`config.mk`:
```
export PLATFORM = sky130hd
export DESIGN_NAME = rsrb_status_bank
export DESIGN_NICKNAME = d
export VERILOG_FILES = /design/src/shared/rsrb_pkg.sv /design/src/shared/rsrb_flag_if.sv /design/src/verilog/rsrb_flag_keeper.sv /design/src/verilog/rsrb_status_bank.sv
export VERILOG_INCLUDE_DIRS = /design/src /design/src/shared
export SDC_FILE = /design/constraint.sdc
export NUM_CORES = 1
export LEC_CHECK = 0
export BUFFER_PORTS_ARGS = -buffer_cell sky130_fd_sc_hd__buf_2
export CORE_MARGIN = 1.5
export CORE_UTILIZATION = 45
export CTS_CLUSTER_DIAMETER = 60
export DETAILED_ROUTE_END_ITERATION = 7
export PLACE_DENSITY = 0.77
export SETUP_SLACK_MARGIN = 0.2
export SLEW_MARGIN = 20
export SYNTH_ARGS = -nofsm -noshare
export SYNTH_HDL_FRONTEND = slang
export SYNTH_HIERARCHICAL = 1
export SYNTH_SLANG_ARGS = --single-unit
```
`constraint.sdc`:
```
create_clock -name clk_i -period 1.5 [get_ports clk_i]
set_input_delay 0.075 -clock clk_i [delete_from_list [all_inputs] [get_ports clk_i]]
set_output_delay 0.075 -clock clk_i [all_outputs]
set_load 0.05 [all_outputs]
```
`src/shared/rsrb_map.svh`:
```
`ifndef RSRB_MAP_SVH
`define RSRB_MAP_SVH

// register offsets within the status space
`define RSRB_ADDR_WOR_LOW 6'h37
`define RSRB_ADDR_PKT_STATUS 6'h38
`define RSRB_ADDR_CAL_READ 6'h39
`define RSRB_ADDR_TX_LEVEL 6'h3A
`define RSRB_ADDR_RX_LEVEL 6'h3B

// access header byte layout
`define RSRB_HDR_READ_BIT 7
`define RSRB_HDR_BURST_BIT 6
`define RSRB_HDR_ADDR_MSB 5
`define RSRB_HDR_ADDR_LSB 0

// packet status field positions
`define RSRB_PKT_CRC_MATCH 7
`define RSRB_PKT_CARRIER 6
`define RSRB_PKT_PREAMBLE 5
`define RSRB_PKT_CHANNEL_CLEAR 4
`define RSRB_PKT_SYNC 3
`define RSRB_PKT_OUT_TWO 2
`define RSRB_PKT_OUT_ONE 1
`define RSRB_PKT_OUT_ZERO 0

// buffer level field positions
`define RSRB_LVL_FLAG_BIT 7
`define RSRB_LVL_COUNT_MSB 6
`define RSRB_LVL_COUNT_LSB 0

// reset and set values
`define RSRB_BYTE_RESET 8'h00
`define RSRB_COUNT_RESET 7'h00
`define RSRB_BIT_RESET 1'b0
`define RSRB_BIT_SET 1'b1

`endif

```
`src/shared/rsrb_pkg.sv`:
```
package rsrb_pkg;
    typedef logic [7:0] rsrb_byte_t;
    typedef logic [6:0] rsrb_count_t;
    typedef logic [5:0] rsrb_addr_t;
    typedef enum logic [2:0] {
        RSRB_SEL_NONE,
        RSRB_SEL_WOR_LOW,
        RSRB_SEL_PKT,
        RSRB_SEL_CAL,
        RSRB_SEL_TX,
        RSRB_SEL_RX
    } rsrb_sel_e;
endpackage

```
`src/shared/rsrb_flag_if.sv`:
```
interface rsrb_flag_if;
    logic crc_done;
    logic crc_match;
    logic rx_enter;
    logic tx_underflow_evt;
    logic tx_flush;
    logic rx_overflow_evt;
    logic rx_flush;
    logic crc_match_flag;
    logic tx_underflow_flag;
    logic rx_overflow_flag;

    modport source (
        output crc_done,
        output crc_match,
        output rx_enter,
        output tx_underflow_evt,
        output tx_flush,
        output rx_overflow_evt,
        output rx_flush,
        input crc_match_flag,
        input tx_underflow_flag,
        input rx_overflow_flag
    );

    modport keeper (
        input crc_done,
        input crc_match,
        input rx_enter,
        input tx_underflow_evt,
        input tx_flush,
        input rx_overflow_evt,
        input rx_flush,
        output crc_match_flag,
        output tx_underflow_flag,
        output rx_overflow_flag
    );
endinterface

```
`src/verilog/rsrb_flag_keeper.sv`:
```
`include "rsrb_map.svh"

module rsrb_flag_keeper (
    input wire logic clk_i,
    input wire logic reset_i,
    rsrb_flag_if.keeper flg
);
    logic crc_match_ff;
    logic tx_underflow_ff;
    logic rx_overflow_ff;

    // a fresh comparison result outranks the rx-entry clear
    always_ff @(posedge clk_i) begin
        if (reset_i) begin
            crc_match_ff <= `RSRB_BIT_RESET;
        end else if (flg.crc_done) begin
            crc_match_ff <= flg.crc_match;
        end else if (flg.rx_enter) begin
            crc_match_ff <= `RSRB_BIT_RESET;
        end
    end

    always_ff @(posedge clk_i) begin
        if (reset_i) begin
            tx_underflow_ff <= `RSRB_BIT_RESET;
        end else if (flg.tx_underflow_evt) begin
            tx_underflow_ff <= `RSRB_BIT_SET;
        end else if (flg.tx_flush) begin
            tx_underflow_ff <= `RSRB_BIT_RESET;
        end
    end

    always_ff @(posedge clk_i) begin
        if (reset_i) begin
            rx_overflow_ff <= `RSRB_BIT_RESET;
        end else if (flg.rx_overflow_evt) begin
            rx_overflow_ff <= `RSRB_BIT_SET;
        end else if (flg.rx_flush) begin
            rx_overflow_ff <= `RSRB_BIT_RESET;
        end
    end

    assign flg.crc_match_flag = crc_match_ff;
    assign flg.tx_underflow_flag = tx_underflow_ff;
    assign flg.rx_overflow_flag = rx_overflow_ff;
endmodule

```
`src/verilog/rsrb_status_bank.sv`:
```
`include "rsrb_map.svh"

module rsrb_status_bank (
    input wire logic clk_i,
    input wire logic reset_i,
    input wire logic rd_req_i,
    input wire logic [7:0] rd_header_i,
    output logic [7:0] rd_data_o,
    output logic rd_valid_o,
    output logic rd_miss_o,
    input wire logic [15:0] wake_timer_count_i,
    input wire logic crc_done_i,
    input wire logic crc_match_i,
    input wire logic rx_enter_i,
    input wire logic carrier_sense_i,
    input wire logic preamble_quality_met_i,
    input wire logic channel_clear_flag_i,
    input wire logic sync_found_flag_i,
    input wire logic gp_output_two_i,
    input wire logic gp_output_one_i,
    input wire logic gp_output_zero_i,
    input wire logic output_two_invert_i,
    input wire logic output_zero_invert_i,
    input wire logic [7:0] osc_tuning_i,
    input wire logic [6:0] transmit_byte_count_i,
    input wire logic tx_underflow_evt_i,
    input wire logic tx_flush_i,
    input wire logic [6:0] receive_byte_count_i,
    input wire logic rx_overflow_evt_i,
    input wire logic rx_flush_i
);
    rsrb_flag_if flg ();

    assign flg.crc_done = crc_done_i;
    assign flg.crc_match = crc_match_i;
    assign flg.rx_enter = rx_enter_i;
    assign flg.tx_underflow_evt = tx_underflow_evt_i;
    assign flg.tx_flush = tx_flush_i;
    assign flg.rx_overflow_evt = rx_overflow_evt_i;
    assign flg.rx_flush = rx_flush_i;

    rsrb_flag_keeper u_flags (
        .clk_i(clk_i),
        .reset_i(reset_i),
        .flg(flg)
    );

    // status is sampled into flops each cycle so a read answer is a
    // glitch-free image one cycle old rather than a live mux of pins
    rsrb_pkg::rsrb_byte_t wake_timer_low_byte_ff;
    rsrb_pkg::rsrb_byte_t packet_and_output_status_ff;
    rsrb_pkg::rsrb_byte_t oscillator_calibration_readback_ff;
    rsrb_pkg::rsrb_byte_t transmit_buffer_level_ff;
    rsrb_pkg::rsrb_byte_t receive_buffer_level_ff;
    rsrb_pkg::rsrb_byte_t nxt_packet_and_output_status;
    rsrb_pkg::rsrb_byte_t rd_data_ff;
    rsrb_pkg::rsrb_byte_t nxt_rd_data;
    rsrb_pkg::rsrb_sel_e rd_sel;
    logic rd_valid_ff;
    logic rd_miss_ff;
    logic gp_two_plain;
    logic gp_zero_plain;

    function automatic rsrb_pkg::rsrb_sel_e decode_header(
        input logic [7:0] hdr
    );
        rsrb_pkg::rsrb_addr_t addr;
        rsrb_pkg::rsrb_sel_e sel;
        addr = hdr[`RSRB_HDR_ADDR_MSB:`RSRB_HDR_ADDR_LSB];
        sel = rsrb_pkg::RSRB_SEL_NONE;
        // status space needs both read and burst bits; otherwise the same
        // offsets belong to strobes and are refused here with a miss
        if (hdr[`RSRB_HDR_READ_BIT] && hdr[`RSRB_HDR_BURST_BIT]) begin
            unique case (addr)
                `RSRB_ADDR_WOR_LOW: sel = rsrb_pkg::RSRB_SEL_WOR_LOW;
                `RSRB_ADDR_PKT_STATUS: sel = rsrb_pkg::RSRB_SEL_PKT;
                `RSRB_ADDR_CAL_READ: sel = rsrb_pkg::RSRB_SEL_CAL;
                `RSRB_ADDR_TX_LEVEL: sel = rsrb_pkg::RSRB_SEL_TX;
                `RSRB_ADDR_RX_LEVEL: sel = rsrb_pkg::RSRB_SEL_RX;
                default: sel = rsrb_pkg::RSRB_SEL_NONE;
            endcase
        end
        return sel;
    endfunction

    function automatic rsrb_pkg::rsrb_byte_t pack_level(
        input logic flag,
        input logic [6:0] count
    );
        rsrb_pkg::rsrb_byte_t b;
        b = `RSRB_BYTE_RESET;
        b[`RSRB_LVL_FLAG_BIT] = flag;
        b[`RSRB_LVL_COUNT_MSB:`RSRB_LVL_COUNT_LSB] = count;
        return b;
    endfunction

    // outputs two and zero arrive pin-side, after their invert option
    assign gp_two_plain = gp_output_two_i ^ output_two_invert_i;
    assign gp_zero_plain = gp_output_zero_i ^ output_zero_invert_i;

    always_comb begin
        nxt_packet_and_output_status = `RSRB_BYTE_RESET;
        nxt_packet_and_output_status[`RSRB_PKT_CRC_MATCH] =
            flg.crc_match_flag;
        nxt_packet_and_output_status[`RSRB_PKT_CARRIER] =
            carrier_sense_i;
        nxt_packet_and_output_status[`RSRB_PKT_PREAMBLE] =
            preamble_quality_met_i;
        nxt_packet_and_output_status[`RSRB_PKT_CHANNEL_CLEAR] =
            channel_clear_flag_i;
        nxt_packet_and_output_status[`RSRB_PKT_SYNC] =
            sync_found_flag_i;
        // a lock indication on an output is only a sampled level here,
        // too coarse to judge lock from
        nxt_packet_and_output_status[`RSRB_PKT_OUT_TWO] =
            gp_two_plain;
        nxt_packet_and_output_status[`RSRB_PKT_OUT_ONE] =
            gp_output_one_i;
        nxt_packet_and_output_status[`RSRB_PKT_OUT_ZERO] =
            gp_zero_plain;
    end

    always_ff @(posedge clk_i) begin
        if (reset_i) begin
            wake_timer_low_byte_ff <= `RSRB_BYTE_RESET;
        end else begin
            wake_timer_low_byte_ff <= wake_timer_count_i[7:0];
        end
    end

    always_ff @(posedge clk_i) begin
        if (reset_i) begin
            packet_and_output_status_ff <= `RSRB_BYTE_RESET;
        end else begin
            packet_and_output_status_ff <= nxt_packet_and_output_status;
        end
    end

    always_ff @(posedge clk_i) begin
        if (reset_i) begin
            oscillator_calibration_readback_ff <= `RSRB_BYTE_RESET;
        end else begin
            oscillator_calibration_readback_ff <= osc_tuning_i;
        end
    end

    always_ff @(posedge clk_i) begin
        if (reset_i) begin
            transmit_buffer_level_ff <= `RSRB_BYTE_RESET;
        end else begin
            transmit_buffer_level_ff <= pack_level(
                flg.tx_underflow_flag, transmit_byte_count_i);
        end
    end

    always_ff @(posedge clk_i) begin
        if (reset_i) begin
            receive_buffer_level_ff <= `RSRB_BYTE_RESET;
        end else begin
            receive_buffer_level_ff <= pack_level(
                flg.rx_overflow_flag, receive_byte_count_i);
        end
    end

    assign rd_sel = decode_header(rd_header_i);

    always_comb begin
        nxt_rd_data = `RSRB_BYTE_RESET;
        unique case (rd_sel)
            rsrb_pkg::RSRB_SEL_WOR_LOW: begin
                nxt_rd_data = wake_timer_low_byte_ff;
            end
            rsrb_pkg::RSRB_SEL_PKT: begin
                nxt_rd_data = packet_and_output_status_ff;
            end
            rsrb_pkg::RSRB_SEL_CAL: begin
                nxt_rd_data = oscillator_calibration_readback_ff;
            end
            rsrb_pkg::RSRB_SEL_TX: begin
                nxt_rd_data = transmit_buffer_level_ff;
            end
            rsrb_pkg::RSRB_SEL_RX: begin
                nxt_rd_data = receive_buffer_level_ff;
            end
            rsrb_pkg::RSRB_SEL_NONE: begin
                nxt_rd_data = `RSRB_BYTE_RESET;
            end
            default: begin
                nxt_rd_data = `RSRB_BYTE_RESET;
            end
        endcase
    end

    // read data holds until the next request; valid and miss are pulses
    always_ff @(posedge clk_i) begin
        if (reset_i) begin
            rd_data_ff <= `RSRB_BYTE_RESET;
        end else if (rd_req_i) begin
            rd_data_ff <= nxt_rd_data;
        end
    end

    always_ff @(posedge clk_i) begin
        if (reset_i) begin
            rd_valid_ff <= `RSRB_BIT_RESET;
            rd_miss_ff <= `RSRB_BIT_RESET;
        end else begin
            rd_valid_ff <= rd_req_i;
            rd_miss_ff <= rd_req_i && (rd_sel == rsrb_pkg::RSRB_SEL_NONE);
        end
    end

    assign rd_data_o = rd_data_ff;
    assign rd_valid_o = rd_valid_ff;
    assign rd_miss_o = rd_miss_ff;
endmodule

```
# --- Word-level counts from Yosys, hierarchy flattened ---
# Index checks and enable logic that the tools add are counted.
totals:
  reg_bits: 53
  in_bits: 65
  wordCells: 38
op_classes:
  eq_ne: 10
  muxes: 9
  bitwise: 2
  n_reduce_logical: 6
ops:
  columns: ["operator", "n"]
  rows:
  - ["$pmux W8 S5", 1]
  - ["$eq A6 B6 Y1 const B", 5]
  - ["$pmux W3 S5", 1]
  - ["$eq A3 B2 Y1 const B", 2]
  - ["$eq A3 B3 Y1 const B", 2]
  - ["$mux W1", 6]
  - ["$reduce_bool A2 Y1", 3]
  - ["$eq A3 B1 Y1 const B", 1]
  - ["$logic_not A3 Y1", 1]
  - ["$mux W3", 1]
  - ["$logic_and A1 B1 Y1", 2]
  - ["$xor A1 B1 Y1", 2]

# --- Logic depth before layout (Yosys ltp) ---
depth:
  depth_word: 5
  depth_mapped: 6
  ltp_nobuf: 4

# --- Modules after synthesis ---
# Netlist, hierarchy kept.
by_module_without_submodules:
  columns: ["mod", "n_inst", "cells_each", "area_each_um2"]
  rows:
  - ["rsrb_status_bank", 1, 174, 1874.3]
  - ["rsrb_flag_keeper", 1, 12, 107.6]

# --- Worst setup path after synthesis ---
# Ideal clock, no wire load.
synth_path:
  path_type: "input-to-reg"
  startpoint: "input port rd_header_i[0]"
  endpoint: "register rd_data_ff[1], in the netlist rd_data_o[1]"
  t_arrival_ns: 1.017
  t_required_ns: 1.368
  slack_ns: 0.351
  cell_stages: 6
  path_buffers: 2
  cell_sequence: "buf_6 > and2_1 > buf_4 > a22o_1 > a211oi_1 > a2111oi_2"
synth_via:
  elab_chain_cells: 5
  elab_cells_between_ends: 13
  cone_classes: "eq/ne: 10; mux: 3"
synth_lines:
  columns: ["element", "line_no", "rtl"]
  rows:
  - ["start, declared", "rsrb_status_bank.sv:7", "input wire logic [7:0] rd_header_i,"]
  - ["$eq A6 B6 Y1", "rsrb_status_bank.sv:74", "unique case (addr)"]
  - ["$pmux W3 S5 *", "rsrb_status_bank.sv:74", null]
  - ["$mux W3 *", "rsrb_status_bank.sv:73", "if (hdr[`RSRB_HDR_READ_BIT] && hdr[`RSRB_HDR_BURST_BIT]) begin"]
  - ["$eq A3 B3 Y1, or another cell as far along", "rsrb_status_bank.sv:169", "unique case (rd_sel)"]
  - ["$pmux W8 S5 *", "rsrb_status_bank.sv:169", null]
  - ["end signal, assigned", "rsrb_status_bank.sv:197", "rd_data_ff <= `RSRB_BYTE_RESET;"]
  - ["end signal, assigned", "rsrb_status_bank.sv:199", "rd_data_ff <= nxt_rd_data;"]
  - ["end, declared", "rsrb_status_bank.sv:56", "rsrb_pkg::rsrb_byte_t rd_data_ff;"]
# Every way passes the cells marked *; elsewhere a longest branch is shown, timed or not.
# A chain may end at the register's enable or synchronous reset.

# --- Worst setup path in the final report ---
layout_path:
  startpoint: "register receive_buffer_level_ff[2]"
  endpoint: "register rd_data_ff[2], in the netlist rd_data_o[2]"
layout_via:
  elab_chain_cells: 1
layout_lines:
  columns: ["element", "line_no", "rtl"]
  rows:
  - ["start, declared", "rsrb_status_bank.sv:54", "rsrb_pkg::rsrb_byte_t receive_buffer_level_ff;"]
  - ["start signal, assigned", "rsrb_status_bank.sv:158", "receive_buffer_level_ff <= `RSRB_BYTE_RESET;"]
  - ["start signal, assigned", "rsrb_status_bank.sv:160", "receive_buffer_level_ff <= pack_level("]
  - ["$pmux W8 S5", "rsrb_status_bank.sv:169", null]
# No other way between the ends.

==> impl_metrics.json <==
{
  "status": "completed",
  "cp_data_arrival_time_ns": 1.30,
  "combPwrFrac": 0.124,
  "hold_class": "input pin to flop",
  "final_common_cell": "buf_2",
  "crit_path_start_kind": "flop",
  "num_vias": 1606,
  "htreeDepth": 2,
  "cp_num_buf_inv": 0,
  "fillers": 355,
  "async_flop_share": 0,
  "grt.overflow.total": 0,
  "clock-root-buffer": "clkbuf_8",
  "layout_common_cells": "buf_2, dfxtp_1, nor2b_1, dlygate4sd3_1, nor2_1",
  "synth_edf_count": 0,
  "synth_seq_cells": 53,
  "drive_above_1_share": 0.3129,
  "pin_count": 75,
  "path_max_fanout": 1,
  "initial_utilization": 0.4816,
  "hold_viol": 0,
  "ys_seq_area_frac": 0.5354,
  "numCtsBuffers": 5,
  "grt_setup_unrepaired": "false",
  "synth_top_family_by_area": "simple AND/OR/NAND/NOR gates",
  "grt_max_degree": 18,
  "drtIter0Drc": 63,
  "synth_nets": 251,
  "worstSetupPathType": "flop to flop",
  "routed_wl_um": 4310,
  "seqPwrFrac": 0.585,
  "wl_per_cell_um": 13.14,
  "tritoncts": "done",
  "cp_cell_sequence": "mux4_2 > a22oi_1 > o21ai_1",
  "grt_pass1_vias": 1602,
  "max_stage_delay_ns": 0.47,
  "cts_setup_buffers": 0,
  "synth_area_um2": 1982,
  "setup_slack_ns": 0.3944,
  "die_area_um2": 4812,
  "max_freq_mhz": 904.5,
  "place.gp.congestion": 0.8378,
  "critPathTopFamily": "multiplexers",
  "internal-power_mw": 1.977,
  "drv_cap": 0,
  "critPathCaptureType": "flop",
  "synth_fa_ha_area_frac": 0,
  "route.detailed.drc": 0,
  "cts_max_path_buffers": 2,
  "maxSlewViolCount": 0,
  "finClkSkew_ns": 0.007185,
  "p_leak_nw": 1.142,
  "fin_crit_ns": 1.106,
  "path_clk_slew_ns": 0.09,
  "ys.flop_type": "dfxtp_1",
  "fin_setup_tns_ns": 0,
  "power_density_nw_per_um2": 960.2,
  "muxShareOfSynthArea": 0.02652,
  "diodes": 0,
  "slew_headroom": 0.7538,
  "ys_types": 43,
  "synth_xor_area_frac": 0.008838,
  "grt_first_pass_wirelength_um": 7176,
  "port_buffers": 66,
  "viasPerCell": 4.896,
  "row_count": 23,
  "dp_slack_ns": 0.1897,
  "track_usage": 0.1854,
  "crit_slowest_cell": "mux4_2",
  "share_clk_of_total_power": 0.291,
  "core_area_um2": 4115,
  "power.switching_uw": 581.8,
  "hpwlAfterDp_um": 2922,
  "worst_slew_pin_slew_ns": 0.3684,
  "area_growth_pct": 34.47,
  "nets": 342,
  "ir_worst_vdd_mv": 0.6387,
  "synthCells": 186,
  "dr.pass1.iters": 4,
  "synthSimpleGateAreaFrac": 0.2361,
  "final_antenna_net_count": 0,
  "crit_required_ns": 1.69,
  "synth_area_per_cell_um2": 10.66,
  "antenna_found_initial": 0,
  "synth_compound_gate_area_share": 0.1604,
  "setup_violations": 0,
  "clk_latency_ns": 0.30,
  "yosysWarnings": 6,
  "post-route-period-util": 0.7371,
  "die_h_um": 69.37,
  "switching_share": 0.2273,
  "die_w_um": 69.37,
  "cts_sinks": 53
}
-- path summary, 6_finish.rpt --
kind | cells after the start | slack, ns | start | end
setup / recovery | 3 | 0.39 | receive_buffer_level_ff[2] | rd_data_o[2]
hold / removal | 2 | 0.004 | transmit_byte_count_i[4] | transmit_buffer_level_ff[4]
setup reg to reg | 3 | 0.39 | receive_buffer_level_ff[2] | rd_data_o[2]
hold reg to reg | 2 | 0.45 | rd_data_o[2] | rd_data_o[2]
-- worst register-to-register path, cell delays in order (launching register included) --
cell and delay [ns]:
dfxtp_1 0.31, mux4_2 0.47, a22oi_1 0.16, o21ai_1 0.07
-- metrics by stage --
stage	power (mW)	cell area (um2)	utilization	std cells	hold WS (ns)
global placement	1.791	2355	0.5722	297	0.2859
floorplan	1.684	1982	-	186	0.1441
detailed placement	1.798	2355	0.5722	297	0.2866
CTS	2.570	2665	0.6476	328	0.0007428
global route	2.672	2665	0.6476	328	0.005884
finish	2.559	2665	0.6476	328	0.003784
-- state kept, by name (all words and copies together) (netlist names) --
name	count
oscillator_calibration_readback_ff	8
packet_and_output_status_ff	8
rd_data_o	8
receive_buffer_level_ff	8
transmit_buffer_level_ff	8
wake_timer_low_byte_ff	8
rd_miss_o	1
rd_valid_o	1
u_flags/flg.crc_match_flag	1
u_flags/flg.rx_overflow_flag	1
u_flags/flg.tx_underflow_flag	1
-- cell type report --
type | instances | area, um2 | share of cell area
tap | 50 | 62.56 | 0.02347
sequential | 53 | 1061 | 0.3981
inverter | 4 | 15.01 | 0.005634
timing repair buffer | 93 | 590.6 | 0.2216
clock buffer | 8 | 80.08 | 0.03005
multi-input combinational | 120 | 855.8 | 0.3211
-- synthesized netlist by cell type (2+ instances only) --
cell type,n,share of area
inv_1,3,0.0057
a41oi_1,2,0.0088
nand2_1,6,0.011
clkbuf_1,5,0.0095
nor2_1,11,0.021
nor2b_1,38,0.12
a2111oi_2,2,0.015
o2bb2ai_1,3,0.013
dfxtp_1,53,0.54
nand2b_1,5,0.016
xnor2_1,2,0.0088
nand3_1,4,0.010
buf_4,2,0.0076
a211oi_1,2,0.0076
a22oi_1,5,0.019
a21oi_1,5,0.013
nor4_1,2,0.0063
a22o_1,6,0.027
o21ai_1,4,0.010
mux2i_1,3,0.015
-- power groups by stage --
stage          logic (mW)  clock network, mW  registers, mW
2_1_floorplan       0.141                  0           1.54
4_1_cts             0.314              0.758           1.50
3_3_place_gp        0.263                  0           1.53
6_report            0.318              0.744           1.50
3_5_place_dp        0.268                  0           1.53
5_1_grt             0.351              0.819           1.50
-- per-layer routing --
layer | vias up | track usage | part of all wire
met5 | - | 0 | 0
met4 | 0 | 0.06536 | 0.021
met3 | 9 | 0.04360 | 0.054
met2 | 64 | 0.3194 | 0.48
met1 | 707 | 0.2255 | 0.44
li1 | 826 | - | -
-- what timing repair did --
action,CTS,global route
hold buffers,23,0
setup endpoints to repair,0,0
resized for setup,0,0
hold endpoints to repair,23,0
-- kinds of logic after synthesis --
family | after synthesis
xor gates and xnor gates | 2
and+or+nand+nor | 76
muxes | 4
buffers and inverters | 13
DFF | 53
AOI/OAI and AO/OA | 38
Power figures use the tool's default switching activity.
